--- config.mk ---
export PLATFORM = sky130hd
export DESIGN_NAME = rtc_top
export DESIGN_NICKNAME = d
export VERILOG_FILES = /design/src/common/rtc_pkg.sv /design/src/design/rtc_edge_sync.sv /design/src/design/rtc_top.sv
export SDC_FILE = /design/constraint.sdc
export NUM_CORES = 1
export LEC_CHECK = 0
export ABC_AREA = 1
export BUFFER_PORTS_ARGS = -buffer_cell sky130_fd_sc_hd__buf_4
export CAP_MARGIN = 40
export CORE_ASPECT_RATIO = 1.25
export CORE_UTILIZATION = 55
export CTS_BUF_LIST = sky130_fd_sc_hd__clkbuf_2
export DETAILED_ROUTE_END_ITERATION = 8
export GPL_TIMING_DRIVEN = 0
export PLACE_DENSITY = 0.83
export SYNTH_ARGS = -nofsm -noshare
export SYNTH_HDL_FRONTEND = slang
export SYNTH_HIERARCHICAL = 1
export SYNTH_SLANG_ARGS = --single-unit
--- constraint.sdc ---
create_clock -name CLK -period 2.95 [get_ports CLK]
set_clock_uncertainty 0.05 [all_clocks]
set_input_delay 0.59 -clock CLK [delete_from_list [all_inputs] [get_ports CLK]]
set_output_delay 0.59 -clock CLK [all_outputs]
set_load 0.1 [all_outputs]
--- src/common/rtc_pkg.sv ---
package rtc_pkg;

  localparam int unsigned DAY_W   = 16;
  localparam int unsigned PRE_W   = 17;
  localparam int unsigned CD_W    = 8;
  localparam int unsigned SMP_W   = 8;

  // Reference edges per second for each crystal choice
  localparam logic [PRE_W-1:0] DIV_32K768 = 17'h08000;
  localparam logic [PRE_W-1:0] DIV_32K000 = 17'h07D00;
  localparam logic [PRE_W-1:0] DIV_38K400 = 17'h09600;

  // Last sampling timer count; the period is 256 reference edges
  localparam logic [SMP_W-1:0] SMP_LAST   = 8'hFF;

  // Last value before each counter wraps
  localparam logic [5:0] SEC_LAST  = 6'h3B;
  localparam logic [5:0] MIN_LAST  = 6'h3B;
  localparam logic [5:0] HOUR_LAST = 6'h17;

  localparam logic [PRE_W-1:0] PRE_RESET = 17'h00000;
  localparam logic [SMP_W-1:0] SMP_RESET = 8'h00;
  localparam logic [CD_W-1:0]  CD_RESET  = 8'h00;

  typedef enum logic [1:0] {
    RTC_REF_32K768,
    RTC_REF_32K000,
    RTC_REF_38K400
  } rtc_ref_t;

  typedef struct packed {
    logic [DAY_W-1:0] days;
    logic [5:0]       hours;
    logic [5:0]       minutes;
    logic [5:0]       seconds;
  } rtc_time_t;

  localparam rtc_time_t TIME_RESET = '0;

  typedef struct packed {
    logic alarm;
    logic countdown;
    logic sample;
    logic day;
    logic hour;
    logic minute;
    logic second;
  } rtc_evt_t;

  localparam rtc_evt_t EVT_RESET = '0;

endpackage

--- src/design/rtc_edge_sync.sv ---
`timescale 1ns/1ps
`default_nettype none

module rtc_edge_sync
(
  // Clock and reset
  input  wire logic CLK,
  input  wire logic RST,
  // Asynchronous pin
  input  wire logic PIN,
  // Rising edge pulse
  output logic      RISE
);

  logic s1;
  logic s2;
  logic s3;
  logic level;
  logic next_level;
  logic next_rise;

  // Level moves only when the second and third stages agree
  always_comb
  begin
    next_level = level;
    next_rise  = 1'b0;
    if (s2 == s3 && s2 != level)
    begin
      next_level = s2;
      next_rise  = s2;
    end
  end

  always_ff @(posedge CLK)
  begin
    if (RST)
    begin
      s1    <= 1'b0;
      s2    <= 1'b0;
      s3    <= 1'b0;
      level <= 1'b0;
      RISE  <= 1'b0;
    end
    else
    begin
      s1    <= PIN;
      s2    <= s1;
      s3    <= s2;
      level <= next_level;
      RISE  <= next_rise;
    end
  end

endmodule

`default_nettype wire

--- src/design/rtc_top.sv ---
`timescale 1ns/1ps
`default_nettype none

// What this block does
// RULE1: Prescaler divides crystal reference edges down to a one-second tick.
// RULE2: Divider follows crystal choice: 32.768, 32 or 38.4 kHz, exact.
// RULE3: Seconds, minutes, hours and days counters advance on the tick.
// RULE4: Enabled daily alarm pulses when the time matches the alarm setting.
// RULE5: Minute countdown loads a value and pulses on reaching zero.
// RULE6: Sampling timer pulses at a fixed reference-derived rate.
// RULE7: Separate pulses on each second, minute, hour and day boundary.
// RULE8: Seconds and minutes wrap after 59, hours after 23, carrying upward.

module rtc_top
  import rtc_pkg::*;
(
  // Clock and reset
  input  wire logic                 CLK,
  input  wire logic                 RST,
  // Crystal reference pin and its choice
  input  wire logic                 REF_CLK,
  input  wire rtc_pkg::rtc_ref_t    REF_SEL,
  // Time setting
  input  wire logic                 TIME_LOAD,
  input  wire rtc_pkg::rtc_time_t   TIME_IN,
  // Daily alarm
  input  wire logic                 ALARM_EN,
  input  wire rtc_pkg::rtc_time_t   ALARM_TIME,
  // Minute countdown
  input  wire logic                 CD_LOAD,
  input  wire logic [rtc_pkg::CD_W-1:0] CD_MINUTES,
  output logic [rtc_pkg::CD_W-1:0]  CD_REMAIN,
  // Current time and events
  output rtc_pkg::rtc_time_t        TIME_OUT,
  output rtc_pkg::rtc_evt_t         EVENTS
);

  import rtc_pkg::*;

  // Reference side
  logic             ref_rise;
  logic [PRE_W-1:0] pre;
  logic [PRE_W-1:0] next_pre;
  logic [SMP_W-1:0] smp;
  logic [SMP_W-1:0] next_smp;
  logic             tick;

  // Carries between the counter groups
  logic             sec_roll;
  logic             min_roll;
  logic             hour_roll;
  logic             cd_fire;

  rtc_time_t        next_time;
  rtc_evt_t         next_evt;
  logic [CD_W-1:0]  next_cd;

  // Edge of wrapping counter: returns {carry, next value}
  function automatic logic [6:0] step_wrap(input logic [5:0] v,
                                           input logic [5:0] last);
    if (v >= last)
      step_wrap = {1'b1, 6'h00};
    else
      step_wrap = {1'b0, v + 6'h01};
  endfunction

  // Unused choice falls back to the 32.768 kHz divider
  function automatic logic [PRE_W-1:0] ref_div(input rtc_ref_t sel);
    case (sel)
      RTC_REF_32K000: ref_div = DIV_32K000;
      RTC_REF_38K400: ref_div = DIV_38K400;
      default:        ref_div = DIV_32K768;
    endcase
  endfunction

  // Reference pin is not trusted until the second and third stages agree
  rtc_edge_sync u_ref_sync
  (
    .CLK  (CLK),
    .RST  (RST),
    .PIN  (REF_CLK),
    .RISE (ref_rise)
  );

  // Prescaler; a load restarts it and drops a tick due that cycle
  always_comb
  begin
    next_pre = pre;
    tick     = 1'b0;
    if (TIME_LOAD)
      next_pre = PRE_RESET;
    else if (ref_rise)
    begin
      // Compare to last count so a smaller divider never overshoots
      if (pre >= ref_div(REF_SEL) - 17'h00001) // RULE2
      begin
        next_pre = PRE_RESET;
        tick     = 1'b1; // RULE1
      end
      else
        next_pre = pre + 17'h00001;
    end
  end

  always_ff @(posedge CLK)
  begin
    if (RST)
      pre <= PRE_RESET;
    else
      pre <= next_pre;
  end

  // Sampling divider runs free of time loads
  always_comb
  begin
    next_smp = smp;
    if (ref_rise)
      next_smp = (smp == SMP_LAST) ? SMP_RESET : smp + 8'h01; // RULE6
  end

  always_ff @(posedge CLK)
  begin
    if (RST)
      smp <= SMP_RESET;
    else
      smp <= next_smp;
  end

  // Time of day counters; out-of-range loads wrap on the next step
  always_comb
  begin
    logic [6:0] s;
    logic [6:0] m;
    logic [6:0] h;
    s         = step_wrap(TIME_OUT.seconds, SEC_LAST); // RULE8
    m         = step_wrap(TIME_OUT.minutes, MIN_LAST); // RULE8
    h         = step_wrap(TIME_OUT.hours, HOUR_LAST); // RULE8
    next_time = TIME_OUT;
    sec_roll  = 1'b0;
    min_roll  = 1'b0;
    hour_roll = 1'b0;
    if (TIME_LOAD)
      next_time = TIME_IN;
    else if (tick)
    begin
      next_time.seconds = s[5:0]; // RULE3
      sec_roll          = s[6];
      if (s[6])
      begin
        next_time.minutes = m[5:0]; // RULE3
        min_roll          = m[6];
        if (m[6])
        begin
          next_time.hours = h[5:0]; // RULE3
          hour_roll       = h[6];
          if (h[6])
            next_time.days = TIME_OUT.days + 16'h0001; // RULE3
        end
      end
    end
  end

  always_ff @(posedge CLK)
  begin
    if (RST)
      TIME_OUT <= TIME_RESET;
    else
      TIME_OUT <= next_time;
  end

  // Countdown steps on each minute roll; a load wins over the step
  always_comb
  begin
    next_cd = CD_REMAIN;
    cd_fire = 1'b0;
    if (CD_LOAD)
      next_cd = CD_MINUTES;
    // A loaded zero stays idle and never fires
    else if (sec_roll && CD_REMAIN != CD_RESET)
    begin
      next_cd = CD_REMAIN - 8'h01; // RULE5
      cd_fire = CD_REMAIN == 8'h01; // RULE5
    end
  end

  always_ff @(posedge CLK)
  begin
    if (RST)
      CD_REMAIN <= CD_RESET;
    else
      CD_REMAIN <= next_cd;
  end

  // Boundary pulses share the cycle of the second that causes them
  always_comb
  begin
    next_evt           = EVT_RESET;
    next_evt.sample    = ref_rise && smp == SMP_LAST; // RULE6
    next_evt.second    = tick; // RULE7
    next_evt.minute    = sec_roll; // RULE7
    next_evt.hour      = min_roll; // RULE7
    next_evt.day       = hour_roll; // RULE7
    next_evt.countdown = cd_fire; // RULE5
    // Days ignored so the match repeats every day
    next_evt.alarm     = tick && ALARM_EN
      && next_time.hours == ALARM_TIME.hours
      && next_time.minutes == ALARM_TIME.minutes
      && next_time.seconds == ALARM_TIME.seconds; // RULE4
  end

  always_ff @(posedge CLK)
  begin
    if (RST)
      EVENTS <= EVT_RESET;
    else
      EVENTS <= next_evt;
  end

endmodule

`default_nettype wire

==> results.json <==
{
  "hold_path_depth": 2,
  "rsz0062_at_grt": "false",
  "setup_viol": 0,
  "total_power_mw": 2.37,
  "vias": 5319,
  "timing.rr.start": "pre[16]",
  "worst_ep_required_time_ns": 3.43,
  "drt_iter0_markers": 306,
  "cts-root-buf": "clkbuf_2",
  "cts_resized": 0,
  "ctsHoldBuffers": 0,
  "cts_tree": "built",
  "stdcell_count": 971,
  "worst_pin_slew_ns": 0.709,
  "min_period_over_period_pct": 88.9,
  "tns_ns": 0,
  "ir_drop_mv": 0.257,
  "start_kind": "primary input",
  "synthDistinctLibCells": 46,
  "min_period_ns": 2.62,
  "worst_r2r_path_depth": 17,
  "synth_common_cells": "nand2_1 (187), nor2_1 (105), inv_1 (94)",
  "min_to": "u_ref_sync/s1",
  "synth.most_common_cell": "nand2_1",
  "antenna_left": 0,
  "path_clk_slew_ns": 0.25,
  "drive_gt1_share_pct": 18.9,
  "cellPowerDensity_nw_per_um2": 404,
  "numCtsBuffers": 9,
  "rows": 37,
  "dpl.hpwl_mm": 10.2,
  "relSlewSlack_pct": 52.5,
  "p_leak_nw": 2.85,
  "yosys_warnings": 6,
  "crit_arrival_ns": 3.11,
  "portBuffers": 114,
  "synth_nets": 846,
  "antennaDiodeCount": 0,
  "die_h_um": 106,
  "fmax_mhz": 381,
  "synth_edf_count": 0,
  "ys_seq_area_share_pct": 33.0,
  "ys_ff_latch": 79,
  "hold_start": "RST",
  "synth_area_um2": 4800,
  "drtPass1Iterations": 7,
  "path_class": "primary input to flop",
  "multiInputGateArea_um2": 2770,
  "outcome": "completed",
  "nNetsFinal": 971,
  "crit_path_end_kind": "flop",
  "synth_ff_type": "dfxtp_1",
  "drc": 0,
  "dpl_cell_area_um2": 5770,
  "syn_to_final_growth_pct": 22.6,
  "antenna_found_initial": 0,
  "timing.hold.ws_ns": 0.121,
  "post-route-cell-area_um2": 5880,
  "r2r-end": "EVENTS[6]",
  "async_reset_ff_share_pct": 0,
  "die-area_um2": 9100,
  "finalWirelength_mm": 13.2,
  "synth_top_cell_by_area": "dfxtp_1",
  "hold_viol_final": 0,
  "seqCellArea_um2": 1580,
  "die_w_um": 85.5,
  "routed_via_density": 5.48,
  "grt_remaining_overflow": 0,
  "grt_use_total_pct": 29.9,
  "grt_pass1_vias": 5051,
  "critPathMaxFanout": 7,
  "fill_cells": 760,
  "place_congestion": 0.922,
  "dp_cells": 955,
  "synth_cells": 744,
  "insertion_delay_ns": 0.57,
  "routedWlPerCell_um": 13.5,
  "cts_htree_levels": 3,
  "clkSinkCount": 79,
  "cap_violations": 0,
  "io_pins": 133,
  "grt_max_degree": 17,
  "post_cts_buffers": 0,
  "clock_path_buffers": 2,
  "grt_pass1_wl_mm": 21.8,
  "initial_core_util_pct": 57.6,
  "netlist.area_leader.share_pct": 33.0,
  "hp-class": "primary input to flop",
  "r2r_setup_slack_ns": 0.36,
  "syn_area_per_cell_um2": 6.45,
  "coreArea_um2": 8330,
  "finalMaxSlewViolations": 0,
  "yosys-top-cells-area": "dfxtp_1 (33%), nand2_1 (15%), nor2_1 (8.2%)"
}
[flip-flops by register name, indices dropped and copies added (netlist names), 7 cells and up]
name and flops:
EVENTS 7, smp 8, CD_REMAIN 8, TIME_OUT 34, pre 17
[cell type report]
type	instances	share of cell area (%)
Sequential cell	79	26.9
Timing Repair Buffer	114	14.6
Clock buffer	9	0.766
Tap cell	97	2.06
Buffer	18	1.34
Clock inverter	7	1.06
Inverter	98	6.25
Multi-Input combinational cell	549	47.1
[worst max path at each step]
stage | startpoint | endpoint | slack, ns | cells past startpoint
floorplan | TIME_OUT[18] | TIME_OUT[30] | 0.13 | 13
global placement | REF_SEL[0] | EVENTS[6] | -0.17 | 21
detailed placement | REF_SEL[0] | EVENTS[6] | -0.21 | 21
CTS | pre[16] | EVENTS[6] | 0.40 | 17
global route | pre[16] | EVENTS[6] | 0.02 | 17
finish | REF_SEL[0] | EVENTS[6] | 0.33 | 21
[through the flow]
step	worst slack, ns	util [%]
4_1_cts	0.400	70.6
3_3_place_gp	-0.168	69.3
2_1_floorplan	0.127	-
3_5_place_dp	-0.210	69.3
5_1_grt	0.0225	70.6
6_report	0.327	70.6
[routing by layer]
layer	share of wire, %	global-route usage (%)	vias up
li1	-	-	2644
met1	41	33.4	2444
met2	50	53.4	194
met3	6.7	6.60	37
met4	2.6	13.9	0
met5	0	0	-
[cells in the final DEF, fill, tap and decap left out, types with 3 or more instances in the layout]
master,count
or2_2,12
nand2_4,3
buf_4,114
a21oi_1,36
ha_1,18
nand4_1,13
a31oi_1,4
buf_2,3
inv_2,3
a22oi_1,3
o21ai_0,29
xnor2_1,7
nand3b_1,6
nand2_1,187
dfxtp_1,79
o211ai_1,3
nand3_1,57
xor2_1,13
nor2_1,105
nor3_1,13
clkbuf_1,13
inv_1,94
o21ai_1,7
nor2_2,5
clkinvlp_4,3
nor3b_1,6
clkbuf_2,9
[kinds of logic after synthesis]
| kind of cell | after synthesis | synth area share, % |
|---|---|---|
| AOI/OAI and AO/OA | 94 | 11.0 |
| adders and majority gates | 18 | 4.69 |
| buffers and inverters | 116 | 9.31 |
| xor gates and xnor gates | 20 | 3.65 |
| and+or+nand+nor | 416 | 38.3 |
| DFF | 79 | 33.0 |
| other | 1 | 0.0782 |
[report_power, final]
part           leakage (nW)  switching [mW]  total [mW]  internal [mW]
clock network        0.0590           0.446       0.574          0.128
registers             0.646          0.0460        1.15           1.11
logic                  2.14           0.456       0.645          0.189
total                  2.85           0.948        2.37           1.43
[critical path: stages]
cell,delay [ns]
buf_4,0.11
inv_1,0.07
ha_1,0.17
inv_1,0.05
ha_1,0.26
nand2_1,0.07
nor2_1,0.22
nand3_1,0.10
nor2_1,0.15
inv_1,0.09
nand2_4,0.13
nand4_2,0.21
nand2_1,0.12
nand3_1,0.13
nand2_1,0.09
inv_1,0.04
nor2_1,0.13
nand2_1,0.08
nor2_1,0.12
nand3_1,0.10
nor2_1,0.08
No activity file was read; power rests on OpenSTA's default activity.
